[config.mk]
export PLATFORM = sky130hd
export DESIGN_NAME = spms_core
export DESIGN_NICKNAME = d
export VERILOG_FILES = /design/src/pkg/spms_pkg.sv /design/src/hw/spms_core.sv
export SDC_FILE = /design/constraint.sdc
export NUM_CORES = 1
export LEC_CHECK = 0
export ABC_AREA = 1
export BUFFER_PORTS_ARGS = -buffer_cell sky130_fd_sc_hd__buf_2
export CORE_MARGIN = 4
export CORE_UTILIZATION = 62
export CTS_BUF_LIST = sky130_fd_sc_hd__clkbuf_2 sky130_fd_sc_hd__clkbuf_4 sky130_fd_sc_hd__clkbuf_8
export CTS_CLUSTER_DIAMETER = 50
export DETAILED_ROUTE_END_ITERATION = 12
export GPL_TIMING_DRIVEN = 0
export PLACE_DENSITY = 0.9
export SLEW_MARGIN = 0
export SYNTH_ARGS = -nofsm -noshare
export SYNTH_HDL_FRONTEND = slang
export SYNTH_SLANG_ARGS = --single-unit
[constraint.sdc]
create_clock -name clk -period 5.3 [get_ports clk]
set_clock_uncertainty 0.15 [all_clocks]
set_input_delay 0.53 -clock clk [delete_from_list [all_inputs] [get_ports clk]]
set_output_delay 0.53 -clock clk [all_outputs]
set_load 0.05 [all_outputs]
[src/pkg/spms_pkg.sv]
package spms_pkg;

  localparam int unsigned SPMS_CLK_HZ     = 40_000_000;
  localparam int unsigned SPMS_AW         = 12;

  // Register indices; byte address is four times the index
  localparam logic [9:0]  SPMS_IDX_DIV_LO = 10'h0B8;
  localparam logic [9:0]  SPMS_IDX_DIV_HI = 10'h0B9;
  localparam logic [9:0]  SPMS_IDX_CTL    = 10'h0BA;
  localparam logic [9:0]  SPMS_IDX_STAT   = 10'h0BB;
  localparam logic [9:0]  SPMS_IDX_DATA   = 10'h0BC;

  // Control register fields
  localparam int unsigned SPMS_CTL_IRQ_EN = 7;
  localparam int unsigned SPMS_CTL_EN     = 5;
  localparam int unsigned SPMS_CTL_MASTER = 4;
  localparam int unsigned SPMS_CTL_CLOCK_POLARITY_SELECT   = 3;
  localparam int unsigned SPMS_CTL_CLOCK_PHASE_SELECT   = 2;

  // Status register fields
  localparam int unsigned SPMS_ST_DONE    = 7;
  localparam int unsigned SPMS_ST_WRITE_COLLISION_FLAG    = 5;
  localparam int unsigned SPMS_ST_MODE_FAULT_FLAG    = 4;

  // Values after reset; bits per transfer and last master clock edge index
  localparam logic [15:0] SPMS_DIV_RST    = 16'h0002;
  localparam logic [7:0]  SPMS_CTL_RST    = 8'h04;
  localparam logic [3:0]  SPMS_BITS       = 4'h8;
  localparam logic [3:0]  SPMS_LAST_EDGE  = 4'hF;

  typedef enum logic [1:0] {
    SPMS_IDLE = 2'b01,
    SPMS_XFER = 2'b10
  } spms_state_e;

  typedef enum logic [5:0] {
    SPMS_R_NONE   = 6'b000001,
    SPMS_R_DIV_LO = 6'b000010,
    SPMS_R_DIV_HI = 6'b000100,
    SPMS_R_CTL    = 6'b001000,
    SPMS_R_STAT   = 6'b010000,
    SPMS_R_DATA   = 6'b100000
  } spms_reg_e;

  typedef struct packed {
    logic sck;
    logic ss_n;
    logic mosi;
    logic miso;
  } spms_pins_s;

  typedef struct packed {
    logic sck_o;
    logic sck_oe;
    logic mosi_o;
    logic mosi_oe;
    logic miso_o;
    logic miso_oe;
  } spms_drive_s;

endpackage

[src/hw/spms_core.sv]
// Overview of operation
// - Data-in line input as master, output slave
// - Data-out line output master, input slave
// - Unselected slave floats its data-in output
// - Disabled interface floats both data lines
// - Select low while master sets mode fault
// - Phase zero: shift clock gated by select
// - Master drives serial clock, slave receives it
// - Serial clock is half the baud rate
// - Edge roles follow polarity and phase
// - Master clock idles at polarity level
// - Both ends use identical polarity and phase
// - Data presented half period before sampling
// - Byte exchanged both ways, one done flag
// - Write during transfer dropped, collision flagged
// - Done flag set after eight bits shifted
// - Master write starts eight clock transfer
// - Slave fills shift register then buffers it
// - Slave write loads data for master
// - Phase zero slave framed by select
// - Phase one slave starts on first clock
// - Mode fault clears enable and master bits
// - Status read clears mode fault flag
// - Status read clears write collision flag
// - Baud counter reloads after one, pulses
module spms_core
  import spms_pkg::*;
(
  input  wire logic                 clk,
  input  wire logic                 resetn,
  input  wire logic                 psel,
  input  wire logic                 penable,
  input  wire logic                 pwrite,
  input  wire logic [SPMS_AW-1:0]   paddr,
  input  wire logic [31:0]          pwdata,
  input  wire logic [3:0]           pstrb,
  output logic      [31:0]          prdata,
  output logic                      pready,
  output logic                      pslverr,
  input  wire logic                 sck_i,
  output logic                      sck_o,
  output logic                      sck_oe,
  input  wire logic                 mosi_i,
  output logic                      mosi_o,
  output logic                      mosi_oe,
  input  wire logic                 miso_i,
  output logic                      miso_o,
  output logic                      miso_oe,
  input  wire logic                 ss_n_i,
  output logic                      irq
);

  typedef struct packed {
    spms_state_e  st;
    logic         irq_en;
    logic         en;
    logic         master;
    logic         clock_polarity_select;
    logic         clock_phase_select;
    logic [15:0]  div;
    logic [15:0]  brg_cnt;
    logic [7:0]   sh;
    logic [7:0]   rxbuf;
    logic         samp;
    logic [3:0]   nsamp;
    logic [3:0]   edges;
    logic         sck_q;
    logic         done;
    logic         write_collision_flag;
    logic         mode_fault_flag;
    spms_pins_s   sync1;
    spms_pins_s   sync2;
    logic         sck_prev;
    logic         ss_prev;
    logic         pready;
    logic         pslverr;
    logic [31:0]  prdata;
    spms_drive_s  drv;
    logic         irq;
  } spms_core_s;

  spms_core_s r_reg;
  spms_core_s r_next;

  function automatic spms_reg_e spms_decode(input logic [SPMS_AW-1:0] a);
    spms_reg_e sel;
    sel = SPMS_R_NONE;
    if (a[1:0] == 2'b00) begin
      case (a[SPMS_AW-1:2])
        SPMS_IDX_DIV_LO: sel = SPMS_R_DIV_LO;
        SPMS_IDX_DIV_HI: sel = SPMS_R_DIV_HI;
        SPMS_IDX_CTL:    sel = SPMS_R_CTL;
        SPMS_IDX_STAT:   sel = SPMS_R_STAT;
        SPMS_IDX_DATA:   sel = SPMS_R_DATA;
        default:         sel = SPMS_R_NONE;
      endcase
    end
    return sel;
  endfunction

  logic       acc;
  logic       wr;
  logic       rd;
  logic       pulse;
  logic       lead;
  logic       trail;
  logic       go;
  logic       fin;
  logic       ss_low;
  logic       in_bit;
  logic [7:0] rdval;
  spms_reg_e  sel;

  always_comb begin
    r_next = r_reg;
    lead   = 1'b0;
    trail  = 1'b0;
    fin    = 1'b0;
    pulse  = 1'b0;
    rdval  = 8'h00;
    sel    = spms_decode(paddr);
    acc    = psel & penable & r_reg.pready;
    wr     = acc & pwrite;
    rd     = acc & ~pwrite;

    // Pins cross in through two flops; edge logic reads only the second stage
    r_next.sync1    = '{sck: sck_i, ss_n: ss_n_i, mosi: mosi_i, miso: miso_i};
    r_next.sync2    = r_reg.sync1;
    r_next.sck_prev = r_reg.sync2.sck;
    r_next.ss_prev  = r_reg.sync2.ss_n;
    ss_low          = ~r_reg.sync2.ss_n;
    in_bit          = r_reg.master ? r_reg.sync2.miso : r_reg.sync2.mosi;

    // Counting down to one rather than zero keeps a zero divisor from hanging
    if (r_reg.brg_cnt <= 16'h0001) begin
      r_next.brg_cnt = r_reg.div;
      pulse          = 1'b1;
    end else begin
      r_next.brg_cnt = r_reg.brg_cnt - 16'h0001;
    end

    // One wait state: data and pready are registered in the first access cycle
    r_next.pready  = psel & penable & ~r_reg.pready;
    r_next.pslverr = psel & penable & ~r_reg.pready & (sel == SPMS_R_NONE);
    case (sel)
      SPMS_R_DIV_LO: rdval = r_reg.div[7:0];
      SPMS_R_DIV_HI: rdval = r_reg.div[15:8];
      SPMS_R_CTL:    rdval = {r_reg.irq_en, 1'b0, r_reg.en, r_reg.master,
                              r_reg.clock_polarity_select, r_reg.clock_phase_select, 2'b00};
      SPMS_R_STAT:   rdval = {r_reg.done, 1'b0, r_reg.write_collision_flag, r_reg.mode_fault_flag, 4'h0};
      SPMS_R_DATA:   rdval = r_reg.rxbuf;
      default:       rdval = 8'h00;
    endcase
    if (psel && penable && !r_reg.pready) begin
      r_next.prdata = {24'h000000, rdval};
    end

    // Read side effects first, so hardware sets below win over them
    if (rd && sel == SPMS_R_STAT) begin
      r_next.mode_fault_flag = 1'b0;
      r_next.write_collision_flag = 1'b0;
    end
    if (rd && sel == SPMS_R_DATA) begin
      r_next.done = 1'b0;
    end

    if (wr && pstrb[0]) begin
      case (sel)
        SPMS_R_DIV_LO: begin
          r_next.div[7:0] = pwdata[7:0];
          r_next.brg_cnt  = {r_reg.div[15:8], pwdata[7:0]};
        end
        SPMS_R_DIV_HI: begin
          r_next.div[15:8] = pwdata[7:0];
          r_next.brg_cnt   = {pwdata[7:0], r_reg.div[7:0]};
        end
        SPMS_R_CTL: begin
          r_next.irq_en = pwdata[SPMS_CTL_IRQ_EN];
          r_next.en     = pwdata[SPMS_CTL_EN];
          r_next.master = pwdata[SPMS_CTL_MASTER];
          r_next.clock_polarity_select   = pwdata[SPMS_CTL_CLOCK_POLARITY_SELECT];
          r_next.clock_phase_select   = pwdata[SPMS_CTL_CLOCK_PHASE_SELECT];
          if (!pwdata[SPMS_CTL_EN] || pwdata[SPMS_CTL_MASTER] != r_reg.master) begin
            r_next.st    = SPMS_IDLE;
            r_next.nsamp = 4'h0;
            r_next.edges = 4'h0;
          end
        end
        SPMS_R_DATA: begin
          if (r_reg.st == SPMS_XFER) begin
            r_next.write_collision_flag = 1'b1;
          end else begin
            r_next.sh    = pwdata[7:0];
            r_next.nsamp = 4'h0;
            r_next.edges = 4'h0;
            if (r_reg.en && r_reg.master) begin
              r_next.st = SPMS_XFER;
            end
          end
        end
        default: begin
        end
      endcase
    end

    go = (r_reg.st == SPMS_XFER);
    if (r_reg.en && r_reg.master) begin
      if (go && pulse) begin
        // Every baud pulse is one half period of the serial clock
        r_next.sck_q = ~r_reg.sck_q;
        lead         = ~r_reg.edges[0];
        trail        = r_reg.edges[0];
        r_next.edges = r_reg.edges + 4'h1;
      end
      if (ss_low) begin
        r_next.mode_fault_flag   = 1'b1;
        r_next.en     = 1'b0;
        r_next.master = 1'b0;
        r_next.st     = SPMS_IDLE;
        go            = 1'b0;
        lead          = 1'b0;
        trail         = 1'b0;
      end
    end else if (r_reg.en) begin
      // Select high masks every clock edge, as the gated shift clock would
      if (ss_low && r_reg.sync2.sck != r_reg.sck_prev) begin
        lead  = (r_reg.sync2.sck != r_reg.clock_polarity_select);
        trail = ~lead;
      end
      if (!r_reg.clock_phase_select) begin
        if (r_reg.st == SPMS_IDLE && ss_low && r_reg.ss_prev) begin
          r_next.st    = SPMS_XFER;
          r_next.nsamp = 4'h0;
        end
        if (r_reg.st == SPMS_XFER && !ss_low) begin
          r_next.st    = SPMS_IDLE;
          r_next.nsamp = 4'h0;
          go           = 1'b0;
        end
      end else if (r_reg.st == SPMS_IDLE && lead) begin
        r_next.st    = SPMS_XFER;
        r_next.nsamp = 4'h0;
        go           = 1'b1;
      end
    end

    // Shared shift engine for both roles and all four timings
    if (go && lead) begin
      if (!r_reg.clock_phase_select) begin
        r_next.samp  = in_bit;
        r_next.nsamp = r_next.nsamp + 4'h1;
      end else if (r_next.nsamp != 4'h0) begin
        r_next.sh = {r_reg.sh[6:0], r_reg.samp};
      end
    end
    if (go && trail) begin
      if (!r_reg.clock_phase_select) begin
        r_next.sh = {r_reg.sh[6:0], r_reg.samp};
        if (r_reg.nsamp == SPMS_BITS) begin
          fin = 1'b1;
        end
      end else begin
        r_next.samp  = in_bit;
        r_next.nsamp = r_reg.nsamp + 4'h1;
        if (r_reg.nsamp == SPMS_BITS - 4'h1) begin
          r_next.sh = {r_reg.sh[6:0], in_bit};
          fin       = 1'b1;
        end
      end
    end
    if (r_reg.master && r_reg.edges == SPMS_LAST_EDGE && trail && !fin) begin
      fin = 1'b1;
    end

    if (fin) begin
      r_next.rxbuf = r_next.sh;
      r_next.done  = 1'b1;
      r_next.st    = SPMS_IDLE;
      r_next.nsamp = 4'h0;
      r_next.edges = 4'h0;
    end

    if (r_next.st == SPMS_IDLE) begin
      r_next.sck_q = r_next.clock_polarity_select;
    end

    r_next.drv.sck_o   = r_next.sck_q;
    r_next.drv.sck_oe  = r_next.en & r_next.master;
    r_next.drv.mosi_o  = r_next.sh[7];
    r_next.drv.mosi_oe = r_next.en & r_next.master;
    r_next.drv.miso_o  = r_next.sh[7];
    r_next.drv.miso_oe = r_next.en & ~r_next.master & ss_low;
    r_next.irq = r_next.irq_en & (r_next.done | r_next.write_collision_flag | r_next.mode_fault_flag);
  end

  always_ff @(posedge clk or negedge resetn) begin
    if (!resetn) begin
      r_reg          <= '0;
      r_reg.st       <= SPMS_IDLE;
      r_reg.irq_en   <= SPMS_CTL_RST[SPMS_CTL_IRQ_EN];
      r_reg.en       <= SPMS_CTL_RST[SPMS_CTL_EN];
      r_reg.master   <= SPMS_CTL_RST[SPMS_CTL_MASTER];
      r_reg.clock_polarity_select     <= SPMS_CTL_RST[SPMS_CTL_CLOCK_POLARITY_SELECT];
      r_reg.clock_phase_select     <= SPMS_CTL_RST[SPMS_CTL_CLOCK_PHASE_SELECT];
      r_reg.div      <= SPMS_DIV_RST;
      r_reg.brg_cnt  <= SPMS_DIV_RST;
      r_reg.sync1    <= '{sck: 1'b0, ss_n: 1'b1, mosi: 1'b0, miso: 1'b0};
      r_reg.sync2    <= '{sck: 1'b0, ss_n: 1'b1, mosi: 1'b0, miso: 1'b0};
      r_reg.ss_prev  <= 1'b1;
    end else begin
      r_reg <= r_next;
    end
  end

  assign prdata  = r_reg.prdata;
  assign pready  = r_reg.pready;
  assign pslverr = r_reg.pslverr;
  assign sck_o   = r_reg.drv.sck_o;
  assign sck_oe  = r_reg.drv.sck_oe;
  assign mosi_o  = r_reg.drv.mosi_o;
  assign mosi_oe = r_reg.drv.mosi_oe;
  assign miso_o  = r_reg.drv.miso_o;
  assign miso_oe = r_reg.drv.miso_oe;
  assign irq     = r_reg.irq;

endmodule

==> summary.txt, run 1 <==
Top cell type by total area after synthesis - dfrtp_1
Final routed DRC violation total - 0
Kind of critical path - primary input to flip-flop
Synth top cells by count - nand2_1, dfrtp_1, inv_1
Nets - 805
Design Power - 1.68 mW
Post-CTS setup buffers - 0
Synth top area share - 39.6%
Slack of the worst reg-to-reg path - 2440 ps
Final setup violation count - 0
Ordered list of cells on the worst path - buf_2 > nor2_1 > nand3_1 > nor2_4 > nor2_1 > nand2_1 > inv_2 > nand2_1 > nand2_1 > a21boi_1 > nand2_1 > ha_1 > nand3_2 > nand2_4 > nand2_8 > buf_12 > nand2_2 > o21ai_2 > nand2_1 > nand2_1
Cts hold-fix bufs - 1
Number of violations reported at the end of detailed-routing iteration 0 - 410
Die height - 101 microns
Distinct cells, synth - 47
Pwr per Cell Area - 281 nW/um^2
Synth-to-Final Area Change - 12.5%
Max FFs per register - 70
Buf+Inv Stages, Crit Path - 3
Worst slack after detailed placement - 2110 ps
Remaining max-slew budget at the tightest pin - 58.3%
Initial cell density of the core - 64.3%
Worst R2R Path Depth - 14
Number of max-capacitance violations reported - 0
First-pass iteration count of the detailed router - 6
Cell with the largest stage delay on the worst path - a21boi_1
Achievable frequency - 0.345 GHz
Number of hold violations in the final report - 0
CTS tree - done
Largest net degree at the start of global routing - 74
Critical Path Max Stage Delay - 290 ps
Number of pins with negative max-slew slack in the final report - 0
Number of antenna repair diodes - 0
Synth area leaders - dfrtp_1, nand2_1, inv_1, buf_4, nor2_1
Max VDD drop - 0.000130 V
Inserted Clock Buffers - 9
Start point of the critical path - paddr[11]
Overall die width - 101 microns
HPWL Detailed - 10.6 mm
Vias after detailed routing - 4895
Largest fanout on the critical path - 10
Clock Path Buffers - 2
Num ports - 98
Prevailing post-synth register cell - dfrtp_1
Worst-Margin Slew - 620 ps
Endpoint class of the critical path - flip-flop
Logic depth of the worst path, buffers included - 20
Skew-Pair Late Insertion Delay - 370 ps
Placer congestion estimate - 0.988
Hold Worst Slack - 105 ps
Number of synthesized register bits - 91
TritonCTS Sinks - 91
Area of the core - 8260 sq um
Total wirelength of the detailed-routed design - 13.9 mm
Outcome - completed
Clock root buffer master - clkbuf_8
IO Port Bufs - 46
Mean instance size in the synthesized netlist - 8.05 sq um
Clock slew seen by the registers of the worst setup and hold paths - 90 ps
Area enclosed by the die boundary - 10100 sq um
Leak pwr - 2.99 nW
Final critical-path share of the clock period - 54.7%
Critical path arrival - 3060 ps
Most common cell in the synthesized netlist - nand2_1
Number of flops mapped to enable cells by yosys - 0
Avg WL per Cell - 16.3 microns
Time the final worst path needs with I/O delays and setup - 2900 ps
Type of the tightest min-delay check - primary input to flip-flop
Post-DR vias/cell - 5.75
WP data required - 5460 ps
Overall global routing resource usage - 28.9%
Cell count after synthesis - 659
RSZ-0062 raised after global routing - false
H-tree levels - 3
Sequential element share of the synthesized area - 43.1%
Number of antenna-violating nets in the routed design - 0
Worst path most repeated cell - nand2_1
R2r endpoint - r_reg[67]$_DFFE_PN0N_
Std cell rows - 33
Async set-reset flop share out of synthesis - 100%
Mapped cell area - 5310 sq um
Wire length of the first global-routing pass - 23.0 mm
Overflow left after global routing - 0
# resized after CTS - 0
Count of fill cells added during filler insertion - 643
Crit-path leading delay family - simple AND/OR/NAND/NOR gates
TNS Setup - 0 ps
Fraction of layout instances using a drive strength above 1 - 20.2%
Number of global-route vias before repair - 4765
Critical path startpoint category - primary input
Yosys Warn Count - 0
Startpoint of the most critical register-to-register path - r_reg[112]$_DFFE_PN1P_
CP endpoint - r_reg[67]$_DFFE_PN0N_
Antenna violations before repair - 0
Post-route worst setup slack - 2400 ps
## through the flow
stage	instance area [sq um]	util (%)	std cells
detailed placement	5790	70.1	834
finish	5970	72.3	851
CTS	5970	72.3	851
global placement	5760	69.7	833
global route	5970	72.3	851
floorplan	5390	-	682
## layout make-up
class                           count  area [sq um]  area share [%]
Tap cell                          105           131            2.20
Clock buffer                        9           124            2.07
Sequential cell                    91          2290            38.3
Clock inverter                      7          52.6           0.880
Buffer                             50           347            5.80
Multi-Input combinational cell    455          2440            40.8
Inverter                           86           323            5.41
Timing Repair Buffer               48           270            4.53
## worst reg2reg max path: cells and delay by family (launching register included)
| family | cells | cell delay (ps) |
|---|---|---|
| adders and majority gates | 1 | 230 |
| DFF | 1 | 520 |
| and+or+nand+nor | 7 | 620 |
| AOI/OAI and AO/OA | 4 | 780 |
| buffers and inverters | 2 | 490 |
## cells by family (layout without fill, tap and decap cells)
| family | Yosys count | in the layout | synth area share [%] |
|---|---|---|---|
| AO/OA/AOI/OAI | 122 | 122 | 15.6 |
| adder cells (fa/ha/maj) | 7 | 7 | 1.65 |
| AND/OR/NAND/NOR | 285 | 285 | 24.2 |
| XOR/XNOR | 16 | 16 | 2.64 |
| multiplexers | 1 | 1 | 0.189 |
| other | 1 | 24 | 0.0707 |
| flip-flops | 91 | 91 | 43.1 |
| buffers and inverters | 136 | 200 | 12.6 |
## report_power, final
part	total, mW	leakage (nW)	switching, mW	internal [mW]
logic	0.420	1.78	0.257	0.163
clock network	0.443	0.0900	0.269	0.174
registers	0.815	1.11	0.0470	0.768
total	1.68	2.99	0.574	1.10
## placed cells by master, fill, tap and decap left out, types with 19 or more instances in the layout
| cell type | count |
|---|---|
| buf_4 | 36 |
| nor2_1 | 57 |
| o221ai_1 | 22 |
| nand3_1 | 36 |
| o21ai_0 | 40 |
| a21oi_1 | 19 |
| buf_2 | 48 |
| dfrtp_1 | 84 |
| nand2_1 | 146 |
| conb_1 | 24 |
| inv_1 | 79 |
## per-layer routing
layer | GRT usage, % | wire (microns) | vias up
li1 | - | - | 2283
met1 | 36.5 | 5300 | 2313
met2 | 49.5 | 6960 | 251
met3 | 4.91 | 1150 | 48
met4 | 11.3 | 486 | 0
met5 | 0 | 0 | -
## worst min-delay path by stage
stage	end	cells after the start	from	slack (ps)
after floorplan	irq$_DFF_PN0_	0	resetn	80
after global placement	r_reg[43]$_DFF_PN0_	0	r_next[43]$_DFF_PN0_	180
after detailed placement	r_next[42]$_DFF_PN0_	0	r_next[46]$_DFF_PN0_	190
after CTS	r_next[45]$_DFF_PN1_	1	ss_n_i	100
after global routing	r_next[45]$_DFF_PN1_	1	ss_n_i	80
final	r_next[45]$_DFF_PN1_	1	ss_n_i	110
No activity file was read; power rests on OpenSTA's default activity.
==> run 2: changes to the inputs <==
--- a/config.mk
+++ b/config.mk
@@ -8,12 +8,12 @@
 export ABC_AREA = 1
 export BUFFER_PORTS_ARGS = -buffer_cell sky130_fd_sc_hd__buf_2
 export CORE_MARGIN = 4
-export CORE_UTILIZATION = 62
+export CORE_UTILIZATION = 58
 export CTS_BUF_LIST = sky130_fd_sc_hd__clkbuf_2 sky130_fd_sc_hd__clkbuf_4 sky130_fd_sc_hd__clkbuf_8
 export CTS_CLUSTER_DIAMETER = 50
 export DETAILED_ROUTE_END_ITERATION = 12
 export GPL_TIMING_DRIVEN = 0
-export PLACE_DENSITY = 0.9
+export PLACE_DENSITY = 0.85
 export SLEW_MARGIN = 0
 export SYNTH_ARGS = -nofsm -noshare
 export SYNTH_HDL_FRONTEND = slang
==> constraint.sdc (replaced) <==
create_clock -name clk -period 2.9 [get_ports clk]
set_clock_uncertainty 0.15 [all_clocks]
set_input_delay 0.29 -clock clk [delete_from_list [all_inputs] [get_ports clk]]
set_output_delay 0.29 -clock clk [all_outputs]
set_load 0.05 [all_outputs]
==> summary.txt, run 2 (same netlist as run 1, synthesis figures left out) <==
Die height - 104 microns (+3.1%)
Pwr per Cell Area - 511 nW/um^2 (+82%)
Final design area excluding fillers - 6030 sq um (+1.0%)
Endpoint class of the critical path - flip-flop
Achievable frequency - 0.357 GHz
Type of the tightest min-delay check - primary input to flip-flop
Global routing usage on met3 - 4.91% (about the same)
HP Start - pwdata[3]
Time the final worst path needs with I/O delays and setup - 2800 ps
Number of antenna repair diodes - 0 (unchanged)
Skew-Pair Late Insertion Delay - 370 ps (about the same)
Area enclosed by the die boundary - 10700 sq um (+6.3%)
Crit-path leading delay family - simple AND/OR/NAND/NOR gates
Largest net degree at the start of global routing - 65 (-12%)
First-pass iteration count of the detailed router - 6 (unchanged)
Ordered list of cells on the worst path - nor2_1 > inv_1 > nor3_1 > nand4_1 > o21bai_2 > nand4_1 > nand2_2 > inv_1 > buf_2 > o21ai_0 > a21oi_1
Num ports - 98 (unchanged)
Slack of the worst reg-to-reg path - 100 ps (-2340 ps)
Busiest grt layer - met2
TNS Setup - 0 ps (unchanged)
Global-route track usage on met2 - 44.3% (-5.1 points)
WP data required - 3000 ps (-2460 ps)
Number of hold violations in the final report - 0 (unchanged)
Number of max-capacitance violations reported - 0 (unchanged)
R2r endpoint - r_reg[61]$_DFF_PN0_
Hold Path Cell Cnt - 3 (+2)
Std cell rows - 34 (+3.0%)
Wire length of the first global-routing pass - 22.9 mm (-0.15%)
Outcome - completed
Post-DR vias/cell - 5.64 (-2.0%)
H-tree levels - 3 (unchanged)
Cell area reported after detailed placement - 5790 sq um (about the same)
Largest fanout on the critical path - 10 (unchanged)
Max FFs per register - 70 (unchanged)
CTS tree - done
Critical path arrival - 2900 ps (-160 ps)
Overall global routing resource usage - 26.3% (-2.6 points)
Commonest cells after routing, fill and taps aside - nand2_1, dfrtp_1, inv_1
HPWL Detailed - 10.5 mm (-0.36%)
Nets - 808 (+0.37%)
Worst R2R Path Depth - 11 (-3)
Number of global-route vias before repair - 4757 (-0.17%)
Endpoint of the worst hold-timing path - r_reg[113]$_DFF_PN0_
Final routed DRC violation total - 0 (unchanged)
Met1 Track Usage GR - 32.7% (-3.8 points)
Overall die width - 104 microns (+3.1%)
Final critical-path share of the clock period - 96.5%
IO Port Bufs - 46 (unchanged)
Synth-to-Final Area Change - 13.7%
Buf+Inv Stages, Crit Path - 3 (unchanged)
Max VDD drop - 0.000260 V (+99%)
Number of pins with negative max-slew slack in the final report - 0 (unchanged)
Post-CTS setup buffers - 0 (unchanged)
Vias after detailed routing - 4830 (-1.3%)
Kind of critical path - flip-flop to flip-flop
Avg WL per Cell - 16.0 microns (-2.1%)
Initial cell density of the core - 60.3% (-4.0 points)
Number of antenna-violating nets in the routed design - 0 (unchanged)
Number of violations reported at the end of detailed-routing iteration 0 - 345 (-16%)
Clock slew seen by the registers of the worst setup and hold paths - 100 ps (about the same)
Placer congestion estimate - 0.954 (-3.5%)
Critical Path Max Stage Delay - 460 ps (+170 ps)
Inserted Clock Buffers - 9 (unchanged)
Total wirelength of the detailed-routed design - 13.7 mm (-1.4%)
Cell with the largest stage delay on the worst path - nor3_1
TritonCTS Sinks - 91 (unchanged)
Worst-Margin Slew - 623 ps (+3.25 ps)
Most common cell after layout, fill and taps aside - nand2_1
Critical path startpoint category - flip-flop
RSZ-0062 raised after global routing - false
Overflow left after global routing - 0 (unchanged)
Leak pwr - 3.01 nW (+0.67%)
Remaining max-slew budget at the tightest pin - 58.1% (-0.22 points)
Startpoint of the most critical register-to-register path - r_reg[88]$_DFF_PN0_
Antenna violations before repair - 0 (unchanged)
Clock root buffer master - clkbuf_8
Fraction of layout instances using a drive strength above 1 - 20.8% (+0.59 points)
Area of the core - 8810 sq um (+6.6%)
Clock Path Buffers - 2 (unchanged)
Final setup violation count - 0 (unchanged)
## run 2: layout make-up
type / instances / area (sq um)
fillers: 765 / 2770
multi-input cells: 455 / 2460
flip-flops and latches: 91 / 2290
plain buffers: 49 / 343
inverters: 86 / 323
repair buffers: 52 / 310
clock buffers: 14 / 168
well taps: 108 / 135
clock inverters: 2 / 12.5
## run 2: timing repair
item | CTS | global route
endpoints found under the setup margin | 0 | 18
hold endpoints to repair | 31 | 0
gates resized for setup | 0 | 5
hold buffers | 5 | 0
## run 2: stage by stage
stage	hold slack, ps	instances	util, %	worst slack [ps]	power [mW]
after floorplan	-156	682	-	254	2.07
after detailed placement	88.0	837	65.7	-102	2.27
after CTS	40.3	858	68.4	12.0	3.08
final	53.7	857	68.5	101	3.09
after global placement	183	836	65.4	20.7	2.23
after global routing	81.3	857	68.5	6.64	3.25
## run 2: worst max-delay path by stage
| stage | startpoint | cells after the start | endpoint | slack, ps |
|---|---|---|---|---|
| floorplan | pready$_DFF_PN0_ | 17 | r_reg[65]$_DFFE_PN0N_ | 250 |
| global placement | paddr[8] | 20 | r_reg[67]$_DFFE_PN0N_ | 20 |
| detailed placement | paddr[4] | 20 | r_reg[66]$_DFFE_PN0N_ | -100 |
| CTS | r_reg[112]$_DFFE_PN1P_ | 14 | r_reg[68]$_DFFE_PN0N_ | 10 |
| global route | r_reg[117]$_DFF_PN1_ | 16 | r_reg[67]$_DFFE_PN0N_ | 7 |
| finish | r_reg[88]$_DFF_PN0_ | 11 | r_reg[61]$_DFF_PN0_ | 100 |
## run 2: power by group
group	total [mW]	internal [mW]	switching, mW	leakage (nW)
logic	0.781	0.303	0.478	1.80
registers	1.49	1.40	0.0825	1.11
clock network	0.819	0.373	0.446	0.0944
total	3.09	2.08	1.01	3.01
## run 2: metal layers
metal	wire length, microns	vias up	share of wire (%)
met1	5450	2275	40
met2	6930	219	51
li1	-	2300	-
met3	998	36	7.3
met4	331	0	2.4
met5	0	-	0
## run 2: worst reg2reg max path, cell delays in order (launching register included)
cell	delay (ps)
dfrtp_1	410
nor2_1	200
inv_1	80
nor3_1	460
nand4_1	260
o21bai_2	220
nand4_1	220
nand2_2	220
inv_1	80
buf_2	190
o21ai_0	100
a21oi_1	70
